## src/core/tmr_pkg.sv

```systemverilog
// Shared constants and types for the timer output and clear control block
package tmr_pkg;
  // ---------------------------------------------------------------
  // Register byte offsets
  // ---------------------------------------------------------------
  localparam logic [4:0] OFF_RUN_CTRL = 5'h00;
  localparam logic [4:0] OFF_MODE_CTRL = 5'h04;
  localparam logic [4:0] OFF_CMP_A = 5'h08;
  localparam logic [4:0] OFF_CMP_P = 5'h0c;
  localparam logic [4:0] OFF_COUNT = 5'h10;

  // ---------------------------------------------------------------
  // Modes and pin functions
  // ---------------------------------------------------------------
  typedef enum logic [1:0] {
    MODE_CMP = 2'h0,
    MODE_CAP = 2'h1,
    MODE_PWM = 2'h2,
    MODE_TMR = 2'h3
  } mode_t;

  localparam logic [1:0] FN_HOLD = 2'h0;
  localparam logic [1:0] FN_LOW = 2'h1;
  localparam logic [1:0] FN_HIGH = 2'h2;
  localparam logic [1:0] FN_TOGGLE = 2'h3;
  localparam logic [1:0] FN_PWM = 2'h2;
  localparam logic [1:0] FN_PULSE = 2'h3;

  typedef struct packed {
    mode_t mode;
    logic [1:0] pin_func;
    logic output_initial_level_select;
    logic output_invert;
    logic period_duty_swap;
    logic clear_source_select;
  } mode_ctrl_t;

  // ---------------------------------------------------------------
  // Reset values and bus answers
  // ---------------------------------------------------------------
  localparam logic [7:0] MODE_CTRL_RST = 8'h00;
  localparam logic [15:0] CMP_A_RST = 16'h0000;
  localparam logic [7:0] CMP_P_RST = 8'h00;
  localparam logic [15:0] COUNT_RST = 16'h0000;
  localparam logic [1:0] RESP_OKAY = 2'h0;
  localparam logic [1:0] RESP_SLVERR = 2'h2;
endpackage

```

## src/core/timer_output_and_clear_control.sv

```systemverilog
// Timer output level, inversion, PWM period/duty and counter clear logic
`timescale 1ns/1ps
// Operation
// RL1 - Compare mode: pin starts at initial-level bit
// RL2 - PWM/pulse: initial-level bit sets active level
// RL3 - Invert bit complements pin level
// RL4 - Timer mode: level and invert bits ignored
// RL5 - Swap bit exchanges PWM period and duty sources
// RL6 - Clear select 1: A match clears counter
// RL7 - Clear select 0: P match or overflow clears
// RL8 - Overflow clears only when compare P zero
// RL9 - PWM, pulse, capture ignore clear select
// RL10 - Mode field: 00 cmp,01 cap,10 pwm,11 timer
// RL11 - Counter-on rise restores compare initial level
// RL12 - P compares upper byte; A all bits
// RL13 - Inversion applied after level selection
// RL14 - Control bits reset to zero
module timer_output_and_clear_control #(
  parameter int CNT_W = 16,
  parameter int P_W = 8
) (
  // Clock and reset
  input wire logic clk,
  input wire logic rst,
  // AXI4-Lite write
  input wire logic [4:0] s_axi_awaddr,
  input wire logic s_axi_awvalid,
  output logic s_axi_awready,
  input wire logic [31:0] s_axi_wdata,
  input wire logic [3:0] s_axi_wstrb,
  input wire logic s_axi_wvalid,
  output logic s_axi_wready,
  output logic [1:0] s_axi_bresp,
  output logic s_axi_bvalid,
  input wire logic s_axi_bready,
  // AXI4-Lite read
  input wire logic [4:0] s_axi_araddr,
  input wire logic s_axi_arvalid,
  output logic s_axi_arready,
  output logic [31:0] s_axi_rdata,
  output logic [1:0] s_axi_rresp,
  output logic s_axi_rvalid,
  input wire logic s_axi_rready,
  // Timer output pin
  output logic timer_output_pin_o,
  output logic timer_output_pin_oe_n
);
  // ---------------------------------------------------------------
  // Register file and bus slave
  // ---------------------------------------------------------------
  tmr_pkg::mode_ctrl_t ctl_q, ctl_d;
  logic counter_on_q, counter_on_d;
  logic [CNT_W-1:0] compare_a_value_q, compare_a_value_d;
  logic [P_W-1:0] compare_p_value_q, compare_p_value_d;
  logic [4:0] awaddr_q, awaddr_d;
  logic aw_held_q, aw_held_d, w_held_q, w_held_d;
  logic [31:0] wdata_q, wdata_d;
  logic [3:0] wstrb_q, wstrb_d;
  logic bvalid_q, bvalid_d, rvalid_q, rvalid_d;
  logic [1:0] bresp_q, bresp_d, rresp_q, rresp_d;
  logic [31:0] rdata_q, rdata_d;
  logic [CNT_W-1:0] cnt_q;

  assign s_axi_awready = !aw_held_q && !bvalid_q;
  assign s_axi_wready = !w_held_q && !bvalid_q;
  assign s_axi_arready = !rvalid_q;
  assign s_axi_bvalid = bvalid_q;
  assign s_axi_bresp = bresp_q;
  assign s_axi_rvalid = rvalid_q;
  assign s_axi_rdata = rdata_q;
  assign s_axi_rresp = rresp_q;

  always_comb begin
    ctl_d = ctl_q;
    counter_on_d = counter_on_q;
    compare_a_value_d = compare_a_value_q;
    compare_p_value_d = compare_p_value_q;
    awaddr_d = awaddr_q;
    aw_held_d = aw_held_q;
    wdata_d = wdata_q;
    wstrb_d = wstrb_q;
    w_held_d = w_held_q;
    bvalid_d = bvalid_q && !s_axi_bready;
    bresp_d = bresp_q;
    rvalid_d = rvalid_q && !s_axi_rready;
    rdata_d = rdata_q;
    rresp_d = rresp_q;
    if (s_axi_awvalid && s_axi_awready) begin
      awaddr_d = s_axi_awaddr;
      aw_held_d = 1'b1;
    end
    if (s_axi_wvalid && s_axi_wready) begin
      wdata_d = s_axi_wdata;
      wstrb_d = s_axi_wstrb;
      w_held_d = 1'b1;
    end
    // Commit only once both halves are in, so address and data may come in any order
    if (aw_held_q && w_held_q) begin
      aw_held_d = 1'b0;
      w_held_d = 1'b0;
      bvalid_d = 1'b1;
      bresp_d = tmr_pkg::RESP_OKAY;
      unique case ({awaddr_q[4:2], 2'b00})
        tmr_pkg::OFF_RUN_CTRL: if (wstrb_q[0]) counter_on_d = wdata_q[0];
        tmr_pkg::OFF_MODE_CTRL: if (wstrb_q[0]) ctl_d = wdata_q[7:0];
        tmr_pkg::OFF_CMP_A: begin
          if (wstrb_q[0]) compare_a_value_d[7:0] = wdata_q[7:0];
          if (wstrb_q[1]) compare_a_value_d[15:8] = wdata_q[15:8];
        end
        tmr_pkg::OFF_CMP_P: if (wstrb_q[0]) compare_p_value_d = wdata_q[7:0];
        tmr_pkg::OFF_COUNT: bresp_d = tmr_pkg::RESP_SLVERR;
        default: bresp_d = tmr_pkg::RESP_SLVERR;
      endcase
    end
    if (s_axi_arvalid && s_axi_arready) begin
      rvalid_d = 1'b1;
      rresp_d = tmr_pkg::RESP_OKAY;
      rdata_d = 32'h0000_0000;
      unique case ({s_axi_araddr[4:2], 2'b00})
        tmr_pkg::OFF_RUN_CTRL: rdata_d[0] = counter_on_q;
        tmr_pkg::OFF_MODE_CTRL: rdata_d[7:0] = ctl_q;
        tmr_pkg::OFF_CMP_A: rdata_d[15:0] = compare_a_value_q;
        tmr_pkg::OFF_CMP_P: rdata_d[7:0] = compare_p_value_q;
        tmr_pkg::OFF_COUNT: rdata_d[15:0] = cnt_q;
        default: rresp_d = tmr_pkg::RESP_SLVERR;
      endcase
    end
  end

  always_ff @(posedge clk) begin
    if (rst) begin
      ctl_q <= tmr_pkg::MODE_CTRL_RST; // see RL14
      counter_on_q <= 1'b0;
      compare_a_value_q <= tmr_pkg::CMP_A_RST;
      compare_p_value_q <= tmr_pkg::CMP_P_RST;
      awaddr_q <= 5'h00;
      aw_held_q <= 1'b0;
      wdata_q <= 32'h0000_0000;
      wstrb_q <= 4'h0;
      w_held_q <= 1'b0;
      bvalid_q <= 1'b0;
      bresp_q <= tmr_pkg::RESP_OKAY;
      rvalid_q <= 1'b0;
      rdata_q <= 32'h0000_0000;
      rresp_q <= tmr_pkg::RESP_OKAY;
    end else begin
      ctl_q <= ctl_d;
      counter_on_q <= counter_on_d;
      compare_a_value_q <= compare_a_value_d;
      compare_p_value_q <= compare_p_value_d;
      awaddr_q <= awaddr_d;
      aw_held_q <= aw_held_d;
      wdata_q <= wdata_d;
      wstrb_q <= wstrb_d;
      w_held_q <= w_held_d;
      bvalid_q <= bvalid_d;
      bresp_q <= bresp_d;
      rvalid_q <= rvalid_d;
      rdata_q <= rdata_d;
      rresp_q <= rresp_d;
    end
  end

  // ---------------------------------------------------------------
  // Counter and clear source
  // ---------------------------------------------------------------
  logic [CNT_W-1:0] cnt_d;
  logic on_prev_q, on_rise, a_hit, p_hit, ovf_hit, p_end, clr_now;

  assign on_rise = counter_on_q && !on_prev_q;
  assign a_hit = cnt_q == compare_a_value_q; // see RL12
  assign p_hit = (compare_p_value_q != '0) &&
                 (cnt_q == {compare_p_value_q, {(CNT_W-P_W){1'b1}}}); // see RL12
  // Overflow only ends the period when no P value shortens it
  assign ovf_hit = (compare_p_value_q == '0) && (cnt_q == '1); // see RL8
  assign p_end = p_hit || ovf_hit;

  always_comb begin
    unique case (ctl_q.mode) // see RL10
      tmr_pkg::MODE_PWM: clr_now = ctl_q.period_duty_swap ? a_hit : p_end; // see RL5 RL9
      tmr_pkg::MODE_CAP: clr_now = p_end; // see RL9
      tmr_pkg::MODE_CMP, tmr_pkg::MODE_TMR:
        clr_now = ctl_q.clear_source_select ? a_hit : p_end; // see RL6 RL7
    endcase
    cnt_d = cnt_q;
    if (on_rise) begin
      cnt_d = '0;
    end else if (counter_on_q) begin
      cnt_d = clr_now ? '0 : cnt_q + 1'b1;
    end
  end

  always_ff @(posedge clk) begin
    if (rst) begin
      cnt_q <= tmr_pkg::COUNT_RST;
      on_prev_q <= 1'b0;
    end else begin
      cnt_q <= cnt_d;
      on_prev_q <= counter_on_q;
    end
  end

  // ---------------------------------------------------------------
  // Output level
  // ---------------------------------------------------------------
  logic level_q, level_d, pulse_q, pulse_d, duty_act, duty_end, active, raw, drive;
  logic pin_q, pin_d, oe_n_q, oe_n_d;

  assign timer_output_pin_o = pin_q;
  assign timer_output_pin_oe_n = oe_n_q;

  always_comb begin
    // Swap picks which compare value shapes the duty
    duty_act = ctl_q.period_duty_swap ? (cnt_q[CNT_W-1:CNT_W-P_W] < compare_p_value_q)
                                      : (cnt_q < compare_a_value_q); // see RL5
    duty_end = ctl_q.period_duty_swap ? p_hit : a_hit;
    level_d = level_q;
    if (on_rise) begin
      level_d = ctl_q.output_initial_level_select; // see RL1 RL11
    end else if (counter_on_q && a_hit && ctl_q.mode == tmr_pkg::MODE_CMP) begin
      unique case (ctl_q.pin_func)
        tmr_pkg::FN_HOLD: level_d = level_q;
        tmr_pkg::FN_LOW: level_d = 1'b0;
        tmr_pkg::FN_HIGH: level_d = 1'b1;
        tmr_pkg::FN_TOGGLE: level_d = !level_q;
      endcase
    end
    pulse_d = on_rise ? 1'b1 : (counter_on_q && duty_end ? 1'b0 : pulse_q);
    unique case (ctl_q.pin_func)
      tmr_pkg::FN_HOLD: active = 1'b0;
      tmr_pkg::FN_LOW: active = 1'b1;
      tmr_pkg::FN_PWM: active = counter_on_q && duty_act;
      tmr_pkg::FN_PULSE: active = counter_on_q && pulse_q;
    endcase
    // Active level chosen first, inversion applied last
    raw = ctl_q.output_initial_level_select ? active : !active; // see RL2
    drive = 1'b1;
    if (ctl_q.mode == tmr_pkg::MODE_CMP) begin
      raw = level_d;
    end else if (ctl_q.mode != tmr_pkg::MODE_PWM) begin
      raw = 1'b0;
      drive = 1'b0;
    end
    // Timer and capture modes release the pin, so level bits cannot act
    pin_d = drive ? (raw ^ ctl_q.output_invert) : 1'b0; // see RL3 RL4 RL13
    oe_n_d = !drive;
  end

  always_ff @(posedge clk) begin
    if (rst) begin
      level_q <= 1'b0;
      pulse_q <= 1'b0;
      pin_q <= 1'b0;
      oe_n_q <= 1'b1;
    end else begin
      level_q <= level_d;
      pulse_q <= pulse_d;
      pin_q <= pin_d;
      oe_n_q <= oe_n_d;
    end
  end
endmodule

```

## config.mk

```make
export PLATFORM = sky130hd
export DESIGN_NAME = timer_output_and_clear_control
export DESIGN_NICKNAME = d
export VERILOG_FILES = /design/src/core/tmr_pkg.sv /design/src/core/timer_output_and_clear_control.sv
export SDC_FILE = /design/constraint.sdc
export NUM_CORES = 1
export LEC_CHECK = 0
export BUFFER_PORTS_ARGS = -buffer_cell sky130_fd_sc_hd__buf_2
export CORE_AREA = 2 2 102 104
export CTS_CLUSTER_SIZE = 40
export DETAILED_ROUTE_END_ITERATION = 16
export DIE_AREA = 0 0 104 106
export PLACE_DENSITY = 0.77
export SETUP_SLACK_MARGIN = 0.3
export SLEW_MARGIN = 20
export SYNTH_ARGS = -nofsm -noshare
export SYNTH_HDL_FRONTEND = slang
export SYNTH_SLANG_ARGS = --single-unit
```

## constraint.sdc

```tcl
create_clock -name clk -period 4.7 [get_ports clk]
set_clock_uncertainty 0.15 [all_clocks]
set_input_delay 0.94 -clock clk [delete_from_list [all_inputs] [get_ports clk]]
set_output_delay 0.94 -clock clk [all_outputs]
set_load 0.02 [all_outputs]
```

==> metrics.txt, run 1 <==
status=completed; clk sinks=97; Mapped Avg Cell Area=8.38 um^2; clk root buf=clkbuf_8; first-pass GRT wire length=18700 um; Placed Cells=around 750; antenna viol nets, final=0; Via density=around 5.4; Area after DPL=5160 um^2; worst path required time=slightly below 5 ns; Rel. slew slack=24.8%; post-route insts no fill=between 700 and 800; vias after detailed routing=~4100; Max VDD drop=about 0.19 mV; DP Wirelength=between 8000 and 9000 um; Final Hold Violating Endpoints=0; Final setup viols=0; Layout Nets=between 700 and 800; startpoint class of the critical path=register; Max Cap Viol=0; Most used DFF post-synth=dfxtp_1; Core Box Area=approximately 10000 um^2; final WL=11300 um; post-CTS sizing=0; Seq/Total Area, Yosys=39.9%; CP Data Arrival Time=between 2 and 3 ns; # diodes=0; initial antenna violation count=0; PD cells=300 nW/um^2; Final Cycle Share=approximately 58%; Worst-Skew Late Latency=around 0.38 ns; setup TNS=0 ns; maximum root-to-sink buffer count=2; Syn Inst Count=roughly 580; largest net degree at the start of global routing=a little over 70; Clk pin slew, worst setup/hold paths=0.09 ns; row count=37; GRT overflow=0; Synth Warn #=0; # fillers=between 900 and 1000; GP Congestion=0.931; Setup crit end kind=register; fraction of layout cells with a size suffix above 1=a little over an eighth; Reg area=~1900 um^2; DRC marker count from the first detailed-route iteration=around 210; full die area=between 10000 and 15000 um^2; TritonCTS buffer count=9; worst r2r src=cnt_q[7]$_SDFFE_PP0P_; Synth Cell Area=4870 um^2; Slew Limit Fails=0; IO buf count=55; Worst-Margin Slew=about 1.1 ns; worst min path class=reg -> reg; Seq cells post-synth=97; crit path from=cnt_q[7]$_SDFFE_PP0P_; Crit Path Class=reg -> reg; Die W=around 100 um; # IOs=96; cell type with the largest total area after synthesis=dfxtp_1; GRT Util Overall=a little over a fifth; area fraction of the dominant cell type after synthesis=about 40%; DR WL/cell=14.9 um; H-tree depth=3; Area Growth Syn to Fin=10.7%; worst hold start=wstrb_q[1]$_SDFFE_PP0P_; Final Critical Period=~2.7 ns; Max Fclk=~0.36 GHz; multi-input logic area=roughly 2600 um^2; fin area=5390 um^2; post-layout util=between 50% and 60%; DR pass1 iterations=5; CP max FO=8; unrepaired setup endpoints after global routing=no; top cells by area, synth=dfxtp_1 40%, mux2i_1 7.6%, ha_1 7.2%; share of flip-flops with an asynchronous set or reset=0%; DRC Markers=0; Post-CTS Setup Bufs=0; die height=~110 um; vias in the first global route=~3900; number of synthesized flops with an enable pin=0; initial core utilization=48.7%; count of hold-fix buffers inserted at cts=0; leak pwr=between 0.002 and 0.0025 uW; Yosys cell types=53; CTS tree=done
synthesized netlist by cell type (all sizes together), types with 2 or more instances:
library cell and count:
dfxtp 97, nor2 91, nand2 73, mux2i 37, a21oi 35, inv 34, ha 28, clkbuf 23
buf 22, o21ai 17, a22oi 15, o211ai 10, xnor2 10, nand3 9, a22o 8, nor2b 8
xor2 7, nand4 6, and4 5, and3 4, nor3b 4, nor4 4, a211oi 3, and2 3
o21bai 3, a21boi 2, a311oi 2, mux2 2, nand2b 2, o31a 2, or4 2
registers in the layout (all words and copies together) (netlist names), 2 cells and up:
name / flops
cnt_q: 16
compare_a_value_q: 16
s_axi_rdata: 16
wdata_q: 16
compare_p_value_q: 8
ctl_q: 8
awaddr_q: 3
wstrb_q: 2
metrics by stage:
stage | hold slack [ns] | setup slack [ns] | power [uW]
after CTS | 0.312 | 1.91 | 1630
after global routing | 0.327 | 1.68 | 1680
after global placement | 0.295 | 1.96 | 999
after detailed placement | 0.302 | 1.91 | 1000
after floorplan | 0.282 | 2.45 | 975
final | 0.309 | 1.96 | 1620
layout by cell type, fill, tap and decap left out, drive strengths merged, types with 2 or more instances in the layout:
cell and n:
a211oi 3, a21boi 2, a21oi 35, a22o 8
a22oi 15, a311oi 2, and2 3, and3 4
and4 5, buf 59, bufinv 3, clkbuf 9
clkinv 2, conb 18, dfxtp 97, ha 28
inv 34, mux2 2, mux2i 37, nand2 73
nand2b 2, nand3 9, nand4 6, nor2 91
nor2b 8, nor3b 4, nor4 4, o211ai 10
o21ai 17, o21bai 3, o31a 2, or4 2
xnor2 10, xor2 7
path summary, 6_finish.rpt:
| path | to | slack, ns | cells past startpoint |
|---|---|---|---|
| setup / recovery | timer_output_pin_o$_SDFF_PP0_ | 1.96 | 8 |
| hold / removal | wstrb_q[1]$_SDFFE_PP0P_ | 0.31 | 2 |
| setup reg to reg | timer_output_pin_o$_SDFF_PP0_ | 1.96 | 8 |
| hold reg to reg | wstrb_q[1]$_SDFFE_PP0P_ | 0.31 | 2 |
per-layer routing:
metal	part of all wire, %	wire (um)	global-route usage [%]	vias up
li1	-	-	-	2030
met1	44	4990	26.4	1953
met2	49	5580	36.2	135
met3	4.5	513	4.54	25
met4	2.3	264	8.11	0
met5	0	0	0	-
where the power goes:
| group | switching, uW | leakage, uW | internal [uW] |
|---|---|---|---|
| sequential | 17.7 | 0.000787 | 842 |
| clock | 285 | 0.000115 | 348 |
| combinational | 87.2 | 0.00117 | 37.3 |
layout make-up:
class	count	share of cell area, %
clock inverters	6	2.00
inverters	34	2.37
clock buffers	9	2.30
repair buffers	59	5.66
multi-input cells	422	48.5
well taps	136	3.16
flip-flops and latches	97	36.0
kinds of logic (layout without fill, tap and decap cells):
group	Yosys count	in the layout	share of synthesized area (%)
AND/OR/NAND/NOR	216	216	19.9
AO/OA/AOI/OAI	104	104	14.1
flip-flops	97	97	39.9
buffers and inverters	79	108	7.71
multiplexers	39	39	8.07
adder cells (fa/ha/maj)	28	28	7.20
XOR/XNOR	17	17	3.06
other	1	18	0.0770
worst max-delay path, cell delays in order (launching register included):
cell	delay (ns)
dfxtp_1	0.53
ha_1	0.33
a21oi_1	0.13
o21ai_0	0.12
and3_1	0.20
nor4b_1	0.37
o21ai_0	0.18
a21bo_2	0.24
a311oi_1	0.36
(Power assumes the default switching activity.)
==> run 2: changes to the inputs <==
- ABC_AREA: default -> 1
- clock period: 4.7 -> 2.8 ns (I/O delays scaled with it)
==> metrics.txt, run 2 <==
Setup crit end kind=register; most frequent cells in the layout=97 x dfxtp_1, 86 x nor2_1, 84 x inv_1, 81 x o21ai_0, 70 x nand2_1; final WL=between 10000 and 15000 um; cell type with the largest total area after synthesis=dfxtp_1; most common cell in the netlist=dfxtp_1; Clk pin slew, worst setup/hold paths=0.10 ns; Mapped Avg Cell Area=7.49 um^2; row count=37; CP most frequent cell=nand2_1; Worst-Skew Late Latency=about 0.38 ns; CTS tree=done; DRC marker count from the first detailed-route iteration=272; CP Data Arrival Time=around 2.4 ns; post-CTS sizing=0; PD cells=around 480 nW/um^2; hold endpoint=wdata_q[1]$_SDFFE_PP0P_; Area Growth Syn to Fin=10.2%; GRT Util Overall=21.1%; IO buf count=55; reg-to-reg slack, setup=0.52 ns; Die W=roughly 100 um; simple-gate share of the synthesized area=roughly a fifth; H-tree depth=3; antenna viol nets, final=0; first-pass GRT wire length=between 15000 and 20000 um; GRT overflow=0; Slew Limit Fails=0; share of flip-flops with an asynchronous set or reset=0%; die height=roughly 110 um; worst reg2reg path depth=10; Layout Nets=between 700 and 800; Final setup viols=0; vias in the first global route=~4000; unrepaired setup endpoints after global routing=no; Max VDD drop=about 0.32 mV; status=completed; setup TNS=0 ns; reg-to-reg endpoint=cnt_q[7]$_SDFFE_PP0P_; Rel. slew slack=a little under three fifths; overall power=around 2600 uW; CP max stage delay=approximately 0.40 ns; Yosys cell types=45; synth cell count leaders=97 x dfxtp_1, 86 x nor2_1, 84 x inv_1; DR WL/cell=approximately 14 um; full die area=11000 um^2; number of synthesized flops with an enable pin=0; count of hold-fix buffers inserted at cts=0; worst r2r src=cnt_q[7]$_SDFFE_PP0P_; clk sinks=between 90 and 100; adder-cell share of the synthesized area=a little over 7%; Final Cycle Share=between 80% and 90%; Seq/Total Area, Yosys=between 40% and 50%; Max Fclk=approximately 0.44 GHz; kind of cell adding the most delay to the critical path=simple AND/OR/NAND/NOR gates; Most used DFF post-synth=dfxtp_1; Synth Warn #=0; commonest non-fill, non-tap cell in the layout=dfxtp_1; CP max FO=13; area fraction of the dominant cell type after synthesis=around two fifths; # diodes=0; WP buf/inv=0; DR pass1 iterations=5; clk root buf=clkbuf_8; initial antenna violation count=0; combinational family with the most area after synthesis=simple AND/OR/NAND/NOR gates; DP Wirelength=8720 um; fraction of layout cells with a size suffix above 1=between 10% and 20%; GP Congestion=~0.9; Post-CTS Setup Bufs=0; Seq cells post-synth=97; worst hold start=s_axi_wdata[1]; Worst-Margin Slew=about 0.65 ns; leak pwr=between 0.002 and 0.0025 uW; Core Box Area=around 10000 um^2; DRC Markers=0; TritonCTS buffer count=9; Max Cap Viol=0; Via density=approximately 5.2; Crit Path Class=reg -> reg; startpoint class of the critical path=register; worst path required time=just under 3 ns; critical path, cell by cell=ha_1, nand2_1, nor2_1, nand4_1, nor3b_2, o21ai_1, nand2_1, nand2_2, nand2_4, nor3b_1; xor/xnor share of the synthesized area=0.726%; Final Critical Period=between 2 and 2.5 ns; initial core utilization=a little under 50%; Synth Cell Area=approximately 4800 um^2; Final Hold Violating Endpoints=0; largest net degree at the start of global routing=67; worst min path class=in -> reg; mux share of post-synthesis cell area=0%; # IOs=96; top cells by area, synth=dfxtp_1 40%, o21ai_0 8.4%, ha_1 7.3%; Hold Path Stages=3; Worst path slowest cell=dfxtp_1; vias after detailed routing=4312; maximum root-to-sink buffer count=2; Syn Inst Count=approximately 640; Compound-Gate Fraction of Synth Area=20.0%
## run 2: changes by cell type after synthesis, sizes merged, moves of 15 or more
cell,delta
o21ai,+66
inv,+53
a21oi,+24
mux2i,-37
o22ai,+15
a22oi,-15
## run 2: worst max-delay path by stage
stage / from / end / cells after the start
2_1_floorplan: compare_a_value_q[7]$_SDFFE_PP0P_ / cnt_q[8]$_SDFFE_PP0P_ / 12
3_3_place_gp: cnt_q[7]$_SDFFE_PP0P_ / cnt_q[12]$_SDFFE_PP0P_ / 10
3_5_place_dp: cnt_q[7]$_SDFFE_PP0P_ / cnt_q[7]$_SDFFE_PP0P_ / 10
4_1_cts: compare_a_value_q[7]$_SDFFE_PP0P_ / cnt_q[7]$_SDFFE_PP0P_ / 11
5_1_grt: compare_a_value_q[7]$_SDFFE_PP0P_ / cnt_q[7]$_SDFFE_PP0P_ / 11
6_report: cnt_q[7]$_SDFFE_PP0P_ / cnt_q[7]$_SDFFE_PP0P_ / 10
## run 2: power breakdown
group	switching (uW)	internal, uW	leakage (uW)	total (uW)
clock	525	334	0.0000839	859
sequential	31.7	1430	0.000789	1460
combinational	171	77.4	0.00137	249
total	728	1840	0.00224	2570
## run 2: area by class of cell
cell class              count  area [um^2]
well taps                 136          170
multi-input cells         437         2390
inverters                  88          330
clock buffers              10          128
flip-flops and latches     97         1940
repair buffers             59          305
fillers                   992         4680
clock inverters             6         50.0
## run 2: kinds of logic (layout without fill, tap and decap cells)
group           Yosys count  count (layout)
buf+inv                 127             163
simple gates            211             211
fa+ha+maj                28              28
flops                    97              97
other cells               1              18
xor+xnor                  4               4
compound gates          176             176
## run 2: per-layer routing
metal	global-route usage (%)	up-vias	wire length (um)	part of all wire [%]
met1	26.9	1951	5120	45
met4	11.4	0	341	3.0
met2	34.5	133	5380	47
met3	3.37	31	629	5.5
li1	-	2197	-	-
met5	0	-	0	0
## run 2: through the flow
stage / cell area (um^2) / hold WS (ns) / utilization [%] / cells / worst slack, ns
floorplan: 4890 / 0.290 / - / 661 / 0.894
global placement: 5140 / 0.304 / 51.4 / 817 / 0.599
detailed placement: 5140 / 0.305 / 51.4 / 817 / 0.566
CTS: 5320 / 0.263 / 53.2 / 833 / 0.542
global route: 5320 / 0.287 / 53.2 / 833 / 0.414
finish: 5320 / 0.267 / 53.2 / 833 / 0.521
## run 2: worst min-delay path, cell delays in order
cell and delay, ns:
buf_2 0.07, o21ai_0 0.07, nor2_1 0.07
